[src/rtl/lcd_pkg.sv]
// Shared constants, types and helpers for the LCD mux controller
package lcd_pkg;
  localparam int MCLK_MHZ      = 250;
  localparam int REF_LOSS_US   = 100;
  localparam int MAX_COMS      = 4;
  localparam int BYTES_PER_COM = 6;
  localparam int RAM_BYTES     = MAX_COMS * BYTES_PER_COM;
  localparam int RAM_AW        = 5;
  localparam int SEG_BITS      = 48;
  localparam int SLOT_W        = 2;
  localparam int PRE_W         = 9;
  localparam int BASE_W        = 10;

  localparam logic [7:0]          MODE_ADDR       = 8'hdc;
  localparam logic [7:0]          RAM_FIRST       = 8'he0;
  localparam logic [7:0]          RAM_LAST        = 8'hf7;
  localparam logic [7:0]          MODE_RESET      = 8'h00;
  localparam logic [7:0]          RDATA_IDLE      = 8'h00;
  localparam logic [SEG_BITS-1:0] UNUSED_SEG_MASK = 48'h0000_0000_0007;
  localparam logic [MAX_COMS-1:0] COM_FIRST       = 4'h1;

  localparam logic [1:0] MUX_1_4 = 2'h0;
  localparam logic [1:0] MUX_1_1 = 2'h1;
  localparam logic [1:0] MUX_1_2 = 2'h2;
  localparam logic [1:0] MUX_1_3 = 2'h3;
  localparam logic [2:0] COMS_1  = 3'h1;
  localparam logic [2:0] COMS_2  = 3'h2;
  localparam logic [2:0] COMS_3  = 3'h3;
  localparam logic [2:0] COMS_4  = 3'h4;

  localparam logic [2:0] SRC_OFF    = 3'h0;
  localparam logic [2:0] SRC_AUX    = 3'h1;
  localparam logic [2:0] SRC_RSV_A  = 3'h2;
  localparam logic [2:0] SRC_DIV32  = 3'h3;
  localparam logic [2:0] SRC_DIV64  = 3'h4;
  localparam logic [2:0] SRC_DIV128 = 3'h5;
  localparam logic [2:0] SRC_DIV256 = 3'h6;
  localparam logic [2:0] SRC_RSV_B  = 3'h7;

  localparam logic [PRE_W-1:0] PRE_DIV32  = 9'h020;
  localparam logic [PRE_W-1:0] PRE_DIV64  = 9'h040;
  localparam logic [PRE_W-1:0] PRE_DIV128 = 9'h080;
  localparam logic [PRE_W-1:0] PRE_DIV256 = 9'h100;

  localparam logic [2:0]        BASE_RSV     = 3'h7;
  localparam logic [BASE_W-1:0] BASE_DIV_512 = 10'h200;
  localparam logic [BASE_W-1:0] BASE_DIV_386 = 10'h182;
  localparam logic [BASE_W-1:0] BASE_DIV_256 = 10'h100;
  localparam logic [BASE_W-1:0] BASE_DIV_192 = 10'h0c0;
  localparam logic [BASE_W-1:0] BASE_DIV_128 = 10'h080;
  localparam logic [BASE_W-1:0] BASE_DIV_96  = 10'h060;
  localparam logic [BASE_W-1:0] BASE_DIV_64  = 10'h040;

  typedef struct packed {
    logic [1:0] mux;
    logic [2:0] src;
    logic [2:0] base;
  } mode_t;

  typedef struct packed {
    logic [7:0] addr;
    logic [7:0] wdata;
    logic       wr;
    logic       rd;
  } bus_req_t;

  typedef enum logic {DISP_OFF, DISP_RUN} disp_state_t;
  typedef enum logic [1:0] {RSEL_NONE, RSEL_MODE, RSEL_RAM} rd_sel_t;

  function automatic logic [PRE_W-1:0] pre_factor(input logic [2:0] src);
    case (src)
      SRC_DIV64:  return PRE_DIV64;
      SRC_DIV128: return PRE_DIV128;
      SRC_DIV256: return PRE_DIV256;
      default:    return PRE_DIV32;
    endcase
  endfunction

  function automatic logic [BASE_W-1:0] base_factor(input logic [2:0] base);
    case (base)
      3'h0:    return BASE_DIV_512;
      3'h1:    return BASE_DIV_386;
      3'h2:    return BASE_DIV_256;
      3'h3:    return BASE_DIV_192;
      3'h4:    return BASE_DIV_128;
      3'h5:    return BASE_DIV_96;
      default: return BASE_DIV_64;
    endcase
  endfunction

  function automatic logic [2:0] com_count(input logic [1:0] mux);
    case (mux)
      MUX_1_1: return COMS_1;
      MUX_1_2: return COMS_2;
      MUX_1_3: return COMS_3;
      default: return COMS_4;
    endcase
  endfunction

  function automatic logic src_is_main(input logic [2:0] src);
    return (src == SRC_DIV32) || (src == SRC_DIV64) || (src == SRC_DIV128) ||
           (src == SRC_DIV256);
  endfunction

  function automatic logic src_is_ok(input logic [2:0] src);
    return (src == SRC_AUX) || src_is_main(src);
  endfunction
endpackage

[src/rtl/lcd_ram.sv]
// Display pattern memory with registered bus read and row read
module lcd_ram
#(
  parameter int DEPTH     = lcd_pkg::RAM_BYTES,
  parameter int ROW_BYTES = lcd_pkg::BYTES_PER_COM,
  parameter int AW        = lcd_pkg::RAM_AW,
  parameter int SEL_W     = lcd_pkg::SLOT_W
)
(
  input  wire logic                   mclk_in,
  input  wire logic                   rst_in,
  input  wire logic                   wr_in,
  input  wire logic                   rd_in,
  input  wire logic [AW-1:0]          addr_in,
  input  wire logic [7:0]             wdata_in,
  output logic      [7:0]             rdata_out,
  input  wire logic [SEL_W-1:0]       row_sel_in,
  output logic      [ROW_BYTES*8-1:0] row_out
);
  if ((DEPTH % ROW_BYTES != 0) || (DEPTH > 2 ** AW) || (DEPTH / ROW_BYTES > 2 ** SEL_W))
  begin : g_check
    $error("lcd_ram geometry not supported");
  end

  logic [7:0]             mem [DEPTH];
  logic [AW-1:0]          row_base;
  logic [ROW_BYTES*8-1:0] row_w;

  assign row_base = AW'(int'(row_sel_in) * ROW_BYTES);

  // Row gather, one byte per lane
  for (genvar j = 0; j < ROW_BYTES; j++)
  begin : g_row
    assign row_w[j*8 +: 8] = mem[row_base + AW'(j)];
  end

  // Contents keep no reset value
  always_ff @(posedge mclk_in)
  begin
    if (wr_in)
      mem[addr_in] <= wdata_in;
  end

  always_ff @(posedge mclk_in)
  begin
    if (rst_in)
      rdata_out <= '0;
    else if (rd_in)
      rdata_out <= mem[addr_in];
  end

  always_ff @(posedge mclk_in)
  begin
    if (rst_in)
      row_out <= '0;
    else
      row_out <= row_w;
  end
endmodule

[src/rtl/lcd_timebase.sv]
// Reference prescaler and base rate divider for the LCD controller
module lcd_timebase
#(
  parameter int PRE_W  = lcd_pkg::PRE_W,
  parameter int BASE_W = lcd_pkg::BASE_W
)
(
  input  wire logic       mclk_in,
  input  wire logic       rst_in,
  input  wire logic [2:0] src_in,
  input  wire logic [2:0] base_in,
  input  wire logic       aux_tick_in,
  input  wire logic       ref_en_in,
  input  wire logic       base_en_in,
  output logic            ref_tick_out,
  output logic            slot_tick_out
);
  import lcd_pkg::*;

  if ((PRE_W < lcd_pkg::PRE_W) || (BASE_W < lcd_pkg::BASE_W))
  begin : g_check
    $error("lcd_timebase counters too narrow");
  end

  logic [PRE_W-1:0]  pre_cnt;
  logic [PRE_W-1:0]  pre_last;
  logic [BASE_W-1:0] base_cnt;
  logic [BASE_W-1:0] base_last;
  logic              pre_wrap;

  assign pre_last      = PRE_W'(pre_factor(src_in) - 1'b1);
  assign base_last     = BASE_W'(base_factor(base_in) - 1'b1);
  assign pre_wrap      = (pre_cnt == pre_last);
  assign ref_tick_out  = ref_en_in && ((src_in == SRC_AUX) ? aux_tick_in : pre_wrap);
  assign slot_tick_out = base_en_in && ref_tick_out && (base_cnt == base_last);

  // Internal clock prescaler
  always_ff @(posedge mclk_in)
  begin
    if (rst_in || !ref_en_in || (src_in == SRC_AUX))
      pre_cnt <= '0;
    else if (pre_wrap)
      pre_cnt <= '0;
    else
      pre_cnt <= pre_cnt + 1'b1;
  end

  // Base rate divider, one slot per wrap
  always_ff @(posedge mclk_in)
  begin
    if (rst_in || !base_en_in)
      base_cnt <= '0;
    else if (ref_tick_out)
      base_cnt <= (base_cnt == base_last) ? '0 : base_cnt + 1'b1;
  end

  // Checker helpers
  logic [2:0]      src_q;
  logic [2:0]      base_q;
  logic [PRE_W:0]  gap;
  logic            gap_ok;
  logic [BASE_W:0] refs;
  logic            refs_ok;

  always_ff @(posedge mclk_in)
  begin
    if (rst_in)
    begin
      src_q   <= SRC_OFF;
      base_q  <= '0;
      gap     <= '0;
      gap_ok  <= 1'b0;
      refs    <= '0;
      refs_ok <= 1'b0;
    end
    else
    begin
      src_q  <= src_in;
      base_q <= base_in;
      gap    <= ref_tick_out ? '0 : gap + 1'b1;
      if (!ref_en_in || (src_in != src_q) || (src_in == SRC_AUX))
        gap_ok <= 1'b0;
      else if (ref_tick_out)
        gap_ok <= 1'b1;
      if (slot_tick_out)
        refs <= '0;
      else if (ref_tick_out)
        refs <= refs + 1'b1;
      if (!base_en_in || (base_in != base_q))
        refs_ok <= 1'b0;
      else if (slot_tick_out)
        refs_ok <= 1'b1;
    end
  end

  a_prescale_gap: assert property (
    @(posedge mclk_in) disable iff (rst_in)
    ref_tick_out && gap_ok && (src_in == src_q) && src_is_main(src_in)
    |-> gap == (PRE_W + 1)'(pre_factor(src_in) - 1'b1))
  else $error("Reference tick spacing wrong");

  a_base_divide: assert property (
    @(posedge mclk_in) disable iff (rst_in)
    slot_tick_out && refs_ok && (base_in == base_q)
    |-> refs == (BASE_W + 1)'(base_factor(base_in) - 1'b1))
  else $error("Base divider factor wrong");
endmodule

[src/rtl/lcd_mux_controller.sv]
// Multiplexed segment LCD controller top level
// Functional notes
// Mux selector 00=1/4, 01=1/1, 10=1/2, 11=1/3 picks active backplanes.
// Base selector divides reference by 512,386,256,192,128,96,64; code 111 reserved.
// Frame rate is base rate divided by number of active backplanes.
// Source 000 off, 001 auxiliary oscillator, 010/111 reserved, others divide clock.
// STOP with main clock source turns display off, all outputs grounded.
// Source change applies at frame end; earlier STOP acts as main source.
// Software selects auxiliary source and waits a frame before STOP.
// Bias divider disabled whenever the display driver is off.
// Element is on while its RAM bit is set, off while cleared.
// Display RAM is not initialised by reset.
// RAM of unused backplanes stays read/write storage and is not shown.
// Six bytes per backplane E0..F7, commons in order, MSB highest segment.
// Mode register bits 7-6 mux, 5-3 source, 2-0 base rate.
// Clock division 32, 64, 128, 256 for source codes 011 to 110.
// Loss of reference clock grounds all segment and common outputs.
// Backplanes activated in turn in equal slots; segments follow RAM.
//
// Decided for this implementation: the strobed register port.
module lcd_mux_controller
#(
  parameter int REF_LOSS_CYCLES = lcd_pkg::REF_LOSS_US * lcd_pkg::MCLK_MHZ
)
(
  input  wire logic                             mclk_in,
  input  wire logic                             rst_in,
  input  wire lcd_pkg::bus_req_t                bus_in,
  output logic      [7:0]                       rdata_out,
  input  wire logic                             aux_osc_tick_in,
  input  wire logic                             stop_in,
  output logic      [lcd_pkg::SEG_BITS-1:0]     seg_out,
  output logic      [lcd_pkg::MAX_COMS-1:0]     backplane_out,
  output logic                                  display_on_out,
  output logic                                  bias_enable_out
);
  import lcd_pkg::*;

  localparam int LOSS_W = $clog2(REF_LOSS_CYCLES + 1);

  if (REF_LOSS_CYCLES < 2)
  begin : g_check
    $error("REF_LOSS_CYCLES too small");
  end

  mode_t                mode_q;
  logic [2:0]           eff_src;
  logic [1:0]           eff_mux;
  logic                 stopped;
  logic                 ref_lost;
  logic [LOSS_W-1:0]    loss_cnt;
  logic [SLOT_W-1:0]    slot;
  logic [SLOT_W-1:0]    last_slot;
  logic [SLOT_W-1:0]    next_slot;
  disp_state_t          state;
  disp_state_t          next_state;
  logic                 running;
  logic                 run_ok;
  logic                 frame_end;
  logic                 ref_tick;
  logic                 slot_tick;
  logic                 ram_hit;
  logic [RAM_AW-1:0]    ram_addr;
  logic [7:0]           ram_rdata;
  logic [SEG_BITS-1:0]  ram_row;
  rd_sel_t              rd_sel;
  logic [7:0]           rd_mode;

  // Register decode
  assign ram_hit  = (bus_in.addr >= RAM_FIRST) && (bus_in.addr <= RAM_LAST);
  assign ram_addr = RAM_AW'(bus_in.addr - RAM_FIRST);

  // Mode register, fields by struct layout
  always_ff @(posedge mclk_in)
  begin
    if (rst_in)
      mode_q <= mode_t'(MODE_RESET);
    else if (bus_in.wr && (bus_in.addr == MODE_ADDR))
      mode_q <= mode_t'(bus_in.wdata);
  end

  // Read path, data one cycle after strobe
  always_ff @(posedge mclk_in)
  begin
    if (rst_in)
    begin
      rd_sel  <= RSEL_NONE;
      rd_mode <= RDATA_IDLE;
    end
    else if (bus_in.rd)
    begin
      rd_mode <= mode_q;
      if (bus_in.addr == MODE_ADDR)
        rd_sel <= RSEL_MODE;
      else if (ram_hit)
        rd_sel <= RSEL_RAM;
      else
        rd_sel <= RSEL_NONE;
    end
    else
      rd_sel <= RSEL_NONE;
  end

  always_comb
  begin
    case (rd_sel)
      RSEL_MODE: rdata_out = rd_mode;
      RSEL_RAM:  rdata_out = ram_rdata;
      default:   rdata_out = RDATA_IDLE;
    endcase
  end

  // All rows are storage regardless of mux ratio
  lcd_ram u_ram (
    .mclk_in    (mclk_in),
    .rst_in     (rst_in),
    .wr_in      (bus_in.wr && ram_hit),
    .rd_in      (bus_in.rd && ram_hit),
    .addr_in    (ram_addr),
    .wdata_in   (bus_in.wdata),
    .rdata_out  (ram_rdata),
    .row_sel_in (next_slot),
    .row_out    (ram_row)
  );

  lcd_timebase u_timebase (
    .mclk_in       (mclk_in),
    .rst_in        (rst_in),
    .src_in        (eff_src),
    .base_in       (mode_q.base),
    .aux_tick_in   (aux_osc_tick_in),
    .ref_en_in     (src_is_ok(eff_src)),
    .base_en_in    (running),
    .ref_tick_out  (ref_tick),
    .slot_tick_out (slot_tick)
  );

  // Source and ratio latched only at frame end while running
  always_ff @(posedge mclk_in)
  begin
    if (rst_in)
    begin
      eff_src <= SRC_OFF;
      eff_mux <= MUX_1_4;
    end
    else if (!running || frame_end)
    begin
      eff_src <= mode_q.src;
      eff_mux <= mode_q.mux;
    end
  end

  // STOP on main source holds off until STOP ends
  always_ff @(posedge mclk_in)
  begin
    if (rst_in || !stop_in)
      stopped <= 1'b0;
    else if (src_is_main(eff_src))
      stopped <= 1'b1;
  end

  // Reference supervisor
  always_ff @(posedge mclk_in)
  begin
    if (rst_in || !src_is_ok(eff_src) || ref_tick)
    begin
      loss_cnt <= '0;
      ref_lost <= 1'b0;
    end
    else if (loss_cnt == LOSS_W'(REF_LOSS_CYCLES - 1))
      ref_lost <= 1'b1;
    else
      loss_cnt <= loss_cnt + 1'b1;
  end

  assign run_ok = src_is_ok(eff_src) && (mode_q.base != BASE_RSV) && !stopped &&
                  !(stop_in && src_is_main(eff_src)) && !ref_lost;

  always_comb
  begin
    next_state = state;
    case (state)
      DISP_OFF:
        if (run_ok)
          next_state = DISP_RUN;
      DISP_RUN:
        if (!run_ok)
          next_state = DISP_OFF;
      default:
        next_state = DISP_OFF;
    endcase
  end

  always_ff @(posedge mclk_in)
  begin
    if (rst_in)
      state <= DISP_OFF;
    else
      state <= next_state;
  end

  assign running = (state == DISP_RUN);

  // Slot sequencing, frame of N base periods
  assign last_slot = SLOT_W'(com_count(eff_mux) - 1'b1);
  assign frame_end = running && slot_tick && (slot == last_slot);

  always_comb
  begin
    if (!running || frame_end)
      next_slot = '0;
    else if (slot_tick)
      next_slot = slot + 1'b1;
    else
      next_slot = slot;
  end

  always_ff @(posedge mclk_in)
  begin
    if (rst_in)
      slot <= '0;
    else
      slot <= next_slot;
  end

  // Panel outputs grounded whenever off
  always_ff @(posedge mclk_in)
  begin
    if (rst_in || !running)
    begin
      seg_out        <= '0;
      backplane_out  <= '0;
      display_on_out <= 1'b0;
    end
    else
    begin
      seg_out        <= ram_row & ~UNUSED_SEG_MASK;
      backplane_out  <= COM_FIRST << slot;
      display_on_out <= 1'b1;
    end
  end

  assign bias_enable_out = display_on_out;

  // Checker helpers
  logic [2:0] slots_seen;

  always_ff @(posedge mclk_in)
  begin
    if (rst_in || !running || frame_end)
      slots_seen <= '0;
    else if (slot_tick)
      slots_seen <= slots_seen + 1'b1;
  end

  a_off_dark: assert property (
    @(posedge mclk_in) disable iff (rst_in)
    !display_on_out |-> (seg_out == '0) && (backplane_out == '0))
  else $error("Outputs driven while display off");

  a_bias_tracks: assert property (
    @(posedge mclk_in) disable iff (rst_in)
    bias_enable_out == (backplane_out != '0))
  else $error("Bias enable disagrees with backplane drive");

  a_stop_main_off: assert property (
    @(posedge mclk_in) disable iff (rst_in)
    stop_in && src_is_main(eff_src) |-> ##2 !display_on_out)
  else $error("Display still on in STOP with main source");

  a_src_frame_end: assert property (
    @(posedge mclk_in) disable iff (rst_in)
    $past(running) && (eff_src != $past(eff_src)) |-> $past(frame_end))
  else $error("Source changed inside a frame");

  a_reserved_off: assert property (
    @(posedge mclk_in) disable iff (rst_in)
    (mode_q.base == BASE_RSV) || !src_is_ok(eff_src) |-> ##2 !display_on_out)
  else $error("Display on with reserved or disabled setting");

  a_loss_off: assert property (
    @(posedge mclk_in) disable iff (rst_in)
    ref_lost |-> ##2 !display_on_out)
  else $error("Display on after reference loss");

  a_com_onehot: assert property (
    @(posedge mclk_in) disable iff (rst_in)
    display_on_out |-> $onehot(backplane_out))
  else $error("Backplanes not one at a time");

  a_com_in_ratio: assert property (
    @(posedge mclk_in) disable iff (rst_in)
    display_on_out |-> (backplane_out >> $past(com_count(eff_mux))) == '0)
  else $error("Inactive backplane driven");

  a_frame_length: assert property (
    @(posedge mclk_in) disable iff (rst_in)
    frame_end |-> slots_seen == (com_count(eff_mux) - 1'b1))
  else $error("Frame length not equal to backplane count");

  a_seg_from_ram: assert property (
    @(posedge mclk_in) disable iff (rst_in)
    display_on_out |-> seg_out == ($past(ram_row) & ~UNUSED_SEG_MASK))
  else $error("Segment pattern differs from display RAM");

  a_mode_readback: assert property (
    @(posedge mclk_in) disable iff (rst_in)
    bus_in.rd && (bus_in.addr == MODE_ADDR) |=> rdata_out == $past(mode_q))
  else $error("Mode register readback wrong");

  a_ram_readback: assert property (
    @(posedge mclk_in) disable iff (rst_in)
    $past(bus_in.wr && ram_hit) && bus_in.rd && (bus_in.addr == $past(bus_in.addr))
    |=> rdata_out == $past(bus_in.wdata, 2))
  else $error("Display RAM readback wrong");

  c_full_frame: cover property (
    @(posedge mclk_in) disable iff (rst_in)
    frame_end && (eff_mux == MUX_1_4));

  c_stop_on_aux: cover property (
    @(posedge mclk_in) disable iff (rst_in)
    stop_in && display_on_out && (eff_src == SRC_AUX));

  c_ref_loss: cover property (
    @(posedge mclk_in) disable iff (rst_in)
    $rose(ref_lost));
endmodule

[config.mk]
export PLATFORM = sky130hd
export DESIGN_NAME = lcd_mux_controller
export DESIGN_NICKNAME = d
export VERILOG_FILES = /design/src/rtl/lcd_pkg.sv /design/src/rtl/lcd_ram.sv /design/src/rtl/lcd_timebase.sv /design/src/rtl/lcd_mux_controller.sv
export SDC_FILE = /design/constraint.sdc
export NUM_CORES = 1
export LEC_CHECK = 0
export BUFFER_PORTS_ARGS = -buffer_cell sky130_fd_sc_hd__buf_2
export CORE_AREA = 2 2 177 179
export CTS_CLUSTER_DIAMETER = 40
export DETAILED_ROUTE_END_ITERATION = 12
export DIE_AREA = 0 0 179 181
export PLACE_DENSITY = 0.72
export SYNTH_ARGS = -nofsm -noshare
export SYNTH_HDL_FRONTEND = slang
export SYNTH_SLANG_ARGS = --single-unit
[constraint.sdc]
create_clock -name mclk_in -period 15.15 [get_ports mclk_in]
set_input_delay 3.03 -clock mclk_in [delete_from_list [all_inputs] [get_ports mclk_in]]
set_output_delay 3.03 -clock mclk_in [all_outputs]
set_load 0.02 [all_outputs]
==> results of run 1 <==
[metal layers]
layer | GRT usage (%) | wire length (µm) | vias to the layer above
li1 | - | - | 4772
met1 | 41.9 | 18700 | 5559
met2 | 43.4 | 21000 | 670
met3 | 6.25 | 4690 | 123
met4 | 11.7 | 2030 | 0
met5 | 0 | 0 | -
[worst max-delay path, stage by stage]
cell,delay (ps)
buf_2,80
nor4b_1,590
o211ai_2,270
o21ai_1,560
or2_2,250
ha_1,140
buf_4,420
clkinv_1,750
buf_4,490
nor2_1,490
a32oi_1,200
a22o_1,250
[metrics by stage]
stage / std cells / instance area (µm²) / total power [mW] / util (%)
final: 1707 / 18700 / 2.22 / 61.5
after CTS: 1707 / 18700 / 2.23 / 61.5
after global routing: 1707 / 18700 / 2.27 / 61.5
after global placement: 1619 / 17100 / 1.11 / 56.2
after detailed placement: 1619 / 17100 / 1.11 / 56.2
after floorplan: 1209 / 16500 / 1.09 / -
[power by group through the flow]
| stage | clock (mW) | sequential (mW) | combinational [mW] |
|---|---|---|---|
| 3_3_place_gp | 0 | 1.05 | 0.0629 |
| 2_1_floorplan | 0 | 1.04 | 0.0403 |
| 4_1_cts | 1.14 | 1.03 | 0.0640 |
| 3_5_place_dp | 0 | 1.05 | 0.0635 |
| 5_1_grt | 1.18 | 1.03 | 0.0685 |
| 6_report | 1.12 | 1.03 | 0.0644 |
[state kept, by name, indices dropped and copies added, names as in the netlist]
register	cells
u_ram.mem	192
u_ram.rdata_out	8
u_timebase.base_cnt	10
seg_out	45
eff_src	3
slot	2
running	1
u_timebase.pre_cnt	9
mode_q	8
stopped	1
bias_enable_out	1
backplane_out	4
eff_mux	2
loss_cnt	15
ref_lost	1
u_ram.row_out	45
rd_mode	8
rd_sel	2
[logic make-up (layout without fill, tap and decap cells)]
| kind of cell | after synthesis | after routing | synth area share, % |
|---|---|---|---|
| AO/OA/AOI/OAI | 158 | 158 | 7.59 |
| XOR/XNOR | 36 | 36 | 1.96 |
| adder cells (fa/ha/maj) | 11 | 11 | 0.835 |
| buffers and inverters | 97 | 199 | 3.12 |
| flip-flops | 357 | 357 | 55.0 |
| multiplexers | 209 | 209 | 21.8 |
| other | 1 | 3 | 0.0227 |
| AND/OR/NAND/NOR | 338 | 338 | 9.69 |
[layout make-up]
cell class              count  area (µm²)
fillers                  2329       11700
flip-flops and latches    357        9070
multi-input cells         755        6920
clock buffers              61        1360
repair buffers             95         515
well taps                 396         495
clock inverters            27         265
inverters                  16        60.1
[worst max-delay path by stage]
stage	from	endpoint	slack [ps]	cells after the start
floorplan	aux_osc_tick_in	u_ram.row_out[47]$_SDFF_PP0_	8230	14
global placement	aux_osc_tick_in	u_ram.row_out[38]$_SDFF_PP0_	7610	12
detailed placement	aux_osc_tick_in	u_ram.row_out[38]$_SDFF_PP0_	7500	12
CTS	aux_osc_tick_in	u_ram.row_out[38]$_SDFF_PP0_	8010	12
global route	aux_osc_tick_in	u_ram.row_out[44]$_SDFF_PP0_	7770	12
finish	aux_osc_tick_in	u_ram.row_out[38]$_SDFF_PP0_	8040	12
[placed cells by master (no fill, tap or decap), types with 8 or more instances in the layout]
cell type    n
xor2_1      22
inv_1       13
a21oi_1     14
dfxtp_1    165
nand2_1     69
buf_2       79
and3_1      14
a22o_1      27
nor2_1     134
ha_1        11
o21ai_0      8
a221oi_1    11
mux2i_1     70
xnor2_1     13
nand3_1     19
nand4_1      8
buf_4       16
a32oi_1      8
o21ai_1     10
clkbuf_16   52
nand2b_1    13
mux4_2     118
and2_1      47
mux2_2      21
a22oi_1     31
edfxtp_1   192
==> key figures, run 1 <==
Synth
  • Top-count cell post-synth: edfxtp_1
  • Register area share after synthesis: 55.0%
  • Synthesized area: between 15000 and 20000 µm²
  • Post-synth top area share: 35.0%
  • Ranking of synthesized cells by area: edfxtp_1 35%, dfxtp_1 20%, mux4_2 16%, mux2i_1 4.2%, nor2_1 3.0%
  • Ys async rst share: 0%
  • Yosys warns: 0
  • Main synth FF type: edfxtp_1
  • FF+latch count, synth: between 300 and 400
  • Count of cell types in the netlist: 64
  • Post-synth top cells: 192 x edfxtp_1, 165 x dfxtp_1, 134 x nor2_1
  • Mapped Cells: ~1200
  • Post-synth EDFFs: 192
  • Synthesized area per cell: 13.7 µm²
  • Synth area leader: edfxtp_1

Die
  • Core Region: 30300 µm²
  • Die area: 32400 µm²
  • Die height: 181 µm
  • Starting Density: a little over half
  • Chip width: between 150 and 200 µm
  • Top Ports: 84
  • Site Rows: 64

Finish
  • Layout cells sized above 1: 25.2%
  • Nets: 1305
  • Area growth, synth to finish: 13.2%
  • ANT cells: 0

Timing
  • Crit share post-route: between 40% and 50%
  • Fin crit period: 7110 ps
  • Setup TNS: 0 ps
  • Clock skew: ~9.6 ps
  • Final worst-path setup slack: 8040 ps
  • Final count of hold timing violations: 0
  • Worst-margin pin slew: 1320 ps
  • Maximum clock rate: 141 MHz
  • Final Setup Violations: 0
  • Max Slew Vio Count: 0
  • WHS: approximately 420 ps
  • RSZ-0062 raised after global routing: no
  • Slew margin rel.: 11.8%

Worst hold path
  • Hold Startpoint: u_ram.row_out[45]$_SDFF_PP0_
  • Hold Path Class: flop to flop
  • Cells on Worst Hold Path: 1
  • Worst hold endpoint: seg_out[45]$_SDFF_PN0_

CTS
  • Clock network latency to the later pin of the worst-skew pair: 560 ps
  • CTS H-tree depth: 2
  • TritonCTS Sinks: 357
  • TritonCTS Buffers: 47
  • Setup bufs post-CTS: 0
  • Buffer levels on the longest clock path: 3
  • Root Buffer: clkbuf_16
  • Post-cts sizing count: 0
  • TritonCTS clock tree: yes
  • Post-CTS Hold Buffers: 0
  • Clk pin slew, worst setup/hold paths: 60 ps

Worst setup path
  • Worst r2r src: eff_src[1]$_SDFFE_PP0P_
  • Crit Path Class: input pin to flop
  • Crit start category: input pin
  • Required time worst endpoint: 15590 ps
  • Crit-path max FO: 27
  • R2R cell count: 13
  • WP data arrival: 7560 ps
  • R2R Path End: u_ram.row_out[38]$_SDFF_PP0_
  • Worst Setup End Kind: flop
  • Reg2reg setup slack: between 9000 and 10000 ps

Power and ir drop
  • Combinational cell fraction of total power: about 2.9%
  • Power Internal: about 1.7 mW
  • Power density over cell area: 119 nW/µm²
  • NetSw: ~0.49 mW
  • Sw Ratio: between 20% and 30%
  • Leakage: 7.00 nW
  • Reg power frac: about 46%
  • VDD IR-drop max: 81.0 µV
  • Clk pwr share: 50.7%

Detailed routing
  • Post-DRT Antenna Nets: 0
  • Vias per cell: 6.52
  • DRT Pass-1 Iters: 6
  • WL/cell: roughly 27 µm
  • Post-Route WL: 46400 µm
  • DRC viols: 0
  • Vias: 11100
  • Drt initial violations: about 1300

Global routing
  • GRT overflow: 0
  • First-pass GRT wire length: 69500 µm
  • Antenna violations before repair: 2
  • Largest net degree at the start of global routing: 60
  • Gr usage total: 29.2%
  • Vias in the first global route: 10900

Run status
  • Run status: finished, final reports clean

Flow run
  • Max-cap viol count: 0

Placed design
  • DP HPWL: 32400 µm
  • Routability cong.: 0.934
  • Pre-CTS setup slack: 7500 ps
  • I/O Buffers: 80
No activity file was read; power rests on OpenSTA's default activity.
==> run 2: changes to the inputs <==
==> constraint.sdc (replaced) <==
create_clock -name mclk_in -period 6.8 [get_ports mclk_in]
set_input_delay 1.36 -clock mclk_in [delete_from_list [all_inputs] [get_ports mclk_in]]
set_output_delay 1.36 -clock mclk_in [all_outputs]
set_load 0.02 [all_outputs]
==> run 2 against run 1 <==
Register-to-register slack worse by 7700 ps. Sequential power is 120% higher. Via count is 0.72% higher. Clock power is 120% higher. Routed wire length is 1.1% lower. Clock-buffer cell count is 6 lower. Critical endpoint is now u_ram.row_out[37]$_SDFF_PP0_. Largest power group unchanged.
==> key figures, run 2 (synthesis results as in run 1) <==
Finish
  • Most frequent cells in the layout: 192 x edfxtp_1, 165 x dfxtp_1, 134 x nor2_1 (unchanged)
  • Area growth, synth to finish: 13.3% (was 13.2%)
  • Biggest register: u_ram.mem (unchanged)
  • Utilization after layout: 61.6% (was 61.5%)
  • Finished layout cell area: 18700 µm² (about the same)
  • Commonest non-fill, non-tap cell in the layout: edfxtp_1 (unchanged)
  • Layout cells sized above 1: 25.9% (was 25.2%)
  • Max FFs per register: 192 (unchanged)
  • Nets: 1313 (was 1305)
  • Top Registers: u_ram.mem: 192 flops, seg_out: 45 flops, u_ram.row_out: 45 flops (unchanged)
  • ANT cells: 0 (unchanged)

CTS
  • TritonCTS Sinks: 357 (unchanged)
  • Post-cts sizing count: 0 (unchanged)
  • Root Buffer: clkbuf_16 (unchanged)
  • Setup bufs post-CTS: 0 (unchanged)
  • Clock network latency to the later pin of the worst-skew pair: 560 ps (about the same)
  • Clk pin slew, worst setup/hold paths: 60 ps (about the same)
  • Buffer levels on the longest clock path: 3 (unchanged)
  • CTS H-tree depth: 2 (unchanged)
  • TritonCTS Buffers: 46 (was 47)
  • TritonCTS clock tree: yes (unchanged)
  • Post-CTS Hold Buffers: 0 (unchanged)

Die
  • Die area: 32400 µm² (unchanged)
  • Site Rows: 64 (unchanged)
  • Chip width: 179 µm (unchanged)
  • Top Ports: 84 (unchanged)
  • Die height: 181 µm (unchanged)
  • Core Region: 30300 µm² (unchanged)
  • Starting Density: 54.3% (unchanged)

Placed design
  • DP HPWL: 32200 µm (was 32400 µm)
  • Post-DP Area: 17100 µm² (about the same)
  • Routability cong.: 0.948 (was 0.934)
  • Pre-CTS setup slack: 1450 ps (was 7500 ps)
  • I/O Buffers: 80 (unchanged)

Detailed routing
  • Drt initial violations: 1340 (was 1288)
  • DRT Pass-1 Iters: 5 (was 6)
  • DRC viols: 0 (unchanged)
  • Post-DRT Antenna Nets: 0 (unchanged)
  • WL/cell: 26.8 µm (was 27.2 µm)
  • Vias per cell: 6.54 (was 6.52)
  • Post-Route WL: 45900 µm (was 46400 µm)
  • Vias: 11200 (was 11100)

Timing
  • Final worst-path setup slack: 2020 ps (was 8040 ps)
  • Max Slew Vio Count: 0 (unchanged)
  • Clock skew: 20.2 ps (was 9.63 ps)
  • Final count of hold timing violations: 0 (unchanged)
  • Worst-margin pin slew: 1230 ps (was 1320 ps)
  • Fin crit period: 4780 ps
  • RSZ-0062 raised after global routing: no (unchanged)
  • Final Setup Violations: 0 (unchanged)
  • Setup TNS: 0 ps (unchanged)
  • Slew margin rel.: 17.8% (was 11.8%)
  • Maximum clock rate: 209 MHz
  • Crit share post-route: 70.2%

Global routing
  • Gr usage total: 28.8% (was 29.2%)
  • Vias in the first global route: 10800 (was 10900)
  • Largest net degree at the start of global routing: 72 (was 60)
  • GRT overflow: 0 (unchanged)
  • Antenna violations before repair: 5 (was 2)
  • First-pass GRT wire length: 68400 µm (was 69500 µm)

Power and ir drop
  • Power density over cell area: 259 nW/µm² (was 119 nW/µm²)
  • Leakage: 7.04 nW (was 7.00 nW)
  • VDD IR-drop max: 186 µV (was 81.0 µV)

Worst hold path
  • Hold Path Class: flop to flop (unchanged)

Worst setup path
  • Crit-path max FO: 23 (was 27)
  • Required time worst endpoint: 7230 ps (was 15590 ps)
  • Crit Path Class: input pin to flop (unchanged)
  • Worst Setup End Kind: flop (unchanged)
  • Crit start category: input pin (unchanged)
  • WP data arrival: 5210 ps (was 7560 ps)

Flow run
  • Max-cap viol count: 0 (unchanged)

Run status
  • Run status: finished, final reports clean (unchanged)
-- run 2: worst max-delay path: stages --
cell      delay (ps)
buf_2             70
nor4b_1          510
o211ai_2         260
o21ai_1          540
or2_2            260
ha_1             160
clkinv_1         780
nor2_1           790
a32oi_1          200
a22o_1           250
-- run 2: where the power goes --
| part | switching (mW) | internal [mW] | leakage [nW] | total, mW |
|---|---|---|---|---|
| Clock | 0.984 | 1.43 | 0.773 | 2.42 |
| Sequential | 0.00877 | 2.28 | 3.07 | 2.29 |
| Combinational | 0.0913 | 0.0532 | 3.20 | 0.145 |
-- run 2: worst paths after layout --
path | from | end | slack, ps | depth (start not counted)
worst min register to register | u_ram.row_out[13]$_SDFF_PP0_ | seg_out[13]$_SDFF_PN0_ | 420 | 1
worst max-delay path | aux_osc_tick_in | u_ram.row_out[37]$_SDFF_PP0_ | 2020 | 10
worst max register to register | eff_src[1]$_SDFFE_PP0P_ | u_ram.row_out[37]$_SDFF_PP0_ | 2070 | 11
worst min-delay path | u_ram.row_out[13]$_SDFF_PP0_ | seg_out[13]$_SDFF_PN0_ | 420 | 1
-- run 2: metrics by stage --
stage	power, mW	hold slack [ps]	std cells
after floorplan	2.42	406	1209
after global placement	2.47	412	1628
after global routing	4.98	445	1714
final	4.85	420	1714
after detailed placement	2.48	416	1628
after CTS	4.87	419	1714
-- run 2: metal layers --
layer	global-route usage, %	routed length (µm)
met1	40.5	18400
met3	6.76	4800
met4	10.7	1800
met2	43.7	20900
met5	0	0
-- run 2: final cells by class --
cell class	count	area, µm²
clock inverters	31	279
fillers	2341	11700
well taps	396	495
flip-flops and latches	357	9070
clock buffers	55	1290
multi-input cells	755	6920
inverters	16	60.1
repair buffers	104	583
==> run 3: changes to the inputs <==
--- a/config.mk
+++ b/config.mk
@@ -10,7 +10,7 @@
 export CTS_CLUSTER_DIAMETER = 40
 export DETAILED_ROUTE_END_ITERATION = 12
 export DIE_AREA = 0 0 179 181
-export PLACE_DENSITY = 0.72
+export PLACE_DENSITY = 0.75
 export SYNTH_ARGS = -nofsm -noshare
 export SYNTH_HDL_FRONTEND = slang
 export SYNTH_SLANG_ARGS = --single-unit
==> constraint.sdc (replaced) <==
create_clock -name mclk_in -period 4 [get_ports mclk_in]
set_input_delay 0.8 -clock mclk_in [delete_from_list [all_inputs] [get_ports mclk_in]]
set_output_delay 0.8 -clock mclk_in [all_outputs]
set_load 0.02 [all_outputs]
==> run 3 against run 2 <==
Sequential power increased by 70%. Sequential share of layout area shrank 0.86 points. Critical endpoint is now u_ram.row_out[34]$_SDFF_PP0_. Via count rose by 2.9%. Largest power group unchanged. Routed wire length increased by 2.0%. Non-clock buffer count up 32.
==> key figures, run 3 (synthesis results as in run 1) <==
Die
  • Die area: 32400 µm² (unchanged)
  • Die height: 181 µm (unchanged)
  • Core Region: 30300 µm² (unchanged)
  • Starting Density: 54.3% (unchanged)
  • Top Ports: 84 (unchanged)
  • Site Rows: 64 (unchanged)
  • Chip width: 179 µm (unchanged)

CTS
  • Root Buffer: clkbuf_16 (unchanged)
  • Clk pin slew, worst setup/hold paths: 60 ps (about the same)
  • TritonCTS Buffers: 46 (unchanged)
  • TritonCTS clock tree: yes (unchanged)
  • TritonCTS Sinks: 357 (unchanged)
  • Post-CTS Hold Buffers: 0 (unchanged)
  • Clock network latency to the later pin of the worst-skew pair: 560 ps (about the same)
  • Setup bufs post-CTS: 0 (unchanged)
  • CTS H-tree depth: 2 (unchanged)
  • Buffer levels on the longest clock path: 3 (unchanged)

Global routing
  • Largest net degree at the start of global routing: 68 (was 72)
  • First-pass GRT wire length: 69500 µm (was 68400 µm)
  • GRT overflow: 0 (unchanged)
  • Antenna violations before repair: 3 (was 5)
  • Vias in the first global route: 11300 (was 10800)
  • Gr usage total: 29.2% (was 28.8%)

Timing
  • Setup TNS: 0 ps (unchanged)
  • Crit share post-route: around 93%
  • RSZ-0062 raised after global routing: no (unchanged)
  • Maximum clock rate: 269 MHz
  • Fin crit period: 3720 ps
  • WHS: 418 ps (was 420 ps)
  • Final Setup Violations: 0 (unchanged)
  • Max Slew Vio Count: 0 (unchanged)
  • Final count of hold timing violations: 0 (unchanged)
  • Worst-margin pin slew: 864 ps (was 1230 ps)
  • Clock skew: 30.7 ps (was 20.2 ps)
  • Slew margin rel.: 42.4% (was 17.8%)

Finish
  • Top Registers: u_ram.mem: 192 flops, seg_out: 45 flops, u_ram.row_out: 45 flops (unchanged)
  • Commonest non-fill, non-tap cell in the layout: edfxtp_1 (unchanged)
  • Most frequent cells in the layout: 192 x edfxtp_1, 165 x dfxtp_1, 131 x nor2_1 (was 192 x edfxtp_1, 165 x dfxtp_1, 134 x nor2_1)
  • Nets: 1345 (was 1313)
  • Biggest register: u_ram.mem (unchanged)
  • Utilization after layout: 62.7% (was 61.6%)
  • Area growth, synth to finish: 15.4% (was 13.3%)
  • Max FFs per register: 192 (unchanged)
  • Register Area: 9070 µm² (unchanged)
  • Layout cells sized above 1: 27.9% (was 25.9%)
  • Multi-input gate area: 6930 µm² (was 6920 µm²)
  • Filler cell count: 2201 (was 2341)
  • Final Non-Filler Cells: 1750 (was 1714)

Placed design
  • Dpl cells: 1660 (was 1628)
  • I/O Buffers: 80 (unchanged)
  • DP HPWL: 32000 µm (was 32200 µm)
  • Routability cong.: 0.958 (was 0.948)

Worst setup path
  • Worst Setup End Kind: flop (unchanged)
  • Crit Path Class: flop to flop (was input pin to flop)
  • Reg2reg setup slack: 280 ps (was 2070 ps)
  • Required time worst endpoint: 4430 ps (was 7230 ps)
  • WP data arrival: 4160 ps (was 5210 ps)
  • Crit-path max FO: 35 (was 23)
  • Crit start category: flop (was input pin)

Detailed routing
  • Post-Route WL: 46800 µm (was 45900 µm)
  • DRT Pass-1 Iters: 6 (was 5)
  • Post-DRT Antenna Nets: 0 (unchanged)
  • Drt initial violations: 1716 (was 1340)
  • Vias: 11500 (was 11200)
  • Vias per cell: 6.59 (was 6.54)
  • DRC viols: 0 (unchanged)
  • WL/cell: 26.8 µm (about the same)

Flow run
  • Max-cap viol count: 0 (unchanged)

Power and ir drop
  • VDD IR-drop max: 284 µV (was 186 µV)
  • Leakage: 7.21 nW (was 7.04 nW)
  • Power density over cell area: 439 nW/µm² (was 259 nW/µm²)

Run status
  • Run status: finished, final reports clean (unchanged)

Worst hold path
  • Hold Path Class: flop to flop (unchanged)
## run 3: area by class of cell
cell class                      count  area share, %
Sequential cell                   357           47.7
Multi-Input combinational cell    755           36.4
Clock buffer                       60           6.86
Timing Repair Buffer              136           4.48
Tap cell                          396           2.60
Clock inverter                     26           1.62
Inverter                           16          0.316
Antenna cell                        4         0.0526
## run 3: through the flow
step / total power, mW / setup WS [ps] / area (µm²)
3_3_place_gp: 4.21 / 388 / 17400
5_1_grt: 8.56 / 50.0 / 19000
6_report: 8.36 / 278 / 19000
3_5_place_dp: 4.21 / 266 / 17400
4_1_cts: 8.39 / 216 / 19000
2_1_floorplan: 4.11 / 64.9 / 16500
## run 3: layer usage
| metal | part of all wire, % | wire length (µm) | vias to the layer above | global-route usage, % |
|---|---|---|---|---|
| li1 | - | - | 4860 | - |
| met1 | 37 | 17200 | 5607 | 38.8 |
| met2 | 44 | 20800 | 900 | 43.4 |
| met3 | 14 | 6490 | 160 | 9.93 |
| met4 | 5.1 | 2390 | 0 | 13.4 |
| met5 | 0 | 0 | - | 0 |
## run 3: repair_timing
item / in CTS / in global routing
endpoints found under the hold margin: 0 / 0
endpoints found under the setup margin: 0 / 9
resized for setup: 0 / 4
## run 3: critical path, stage by stage (launching register included)
cell	delay (ps)
dfxtp_1	490
xnor2_2	150
a41oi_1	220
a2111oi_4	490
o211ai_2	210
nor2_1	160
xnor2_1	70
or2_2	310
ha_1	340
clkinv_1	90
buf_12	230
mux4_2	380
a22oi_1	280
nand2_1	140
## run 3: where the power goes
group,internal [mW],switching (mW)
sequential,3.88,0.0126
combinational,0.0955,0.160
clock,2.59,1.62
## run 3: path summary, 6_finish.rpt
| kind | cells after the start | startpoint | end |
|---|---|---|---|
| max | 13 | u_timebase.pre_cnt[6]$_SDFF_PP0_ | u_ram.row_out[34]$_SDFF_PP0_ |
| min | 1 | u_ram.row_out[20]$_SDFF_PP0_ | seg_out[20]$_SDFF_PN0_ |
| max reg2reg | 13 | u_timebase.pre_cnt[6]$_SDFF_PP0_ | u_ram.row_out[34]$_SDFF_PP0_ |
| min reg2reg | 1 | u_ram.row_out[20]$_SDFF_PP0_ | seg_out[20]$_SDFF_PN0_ |
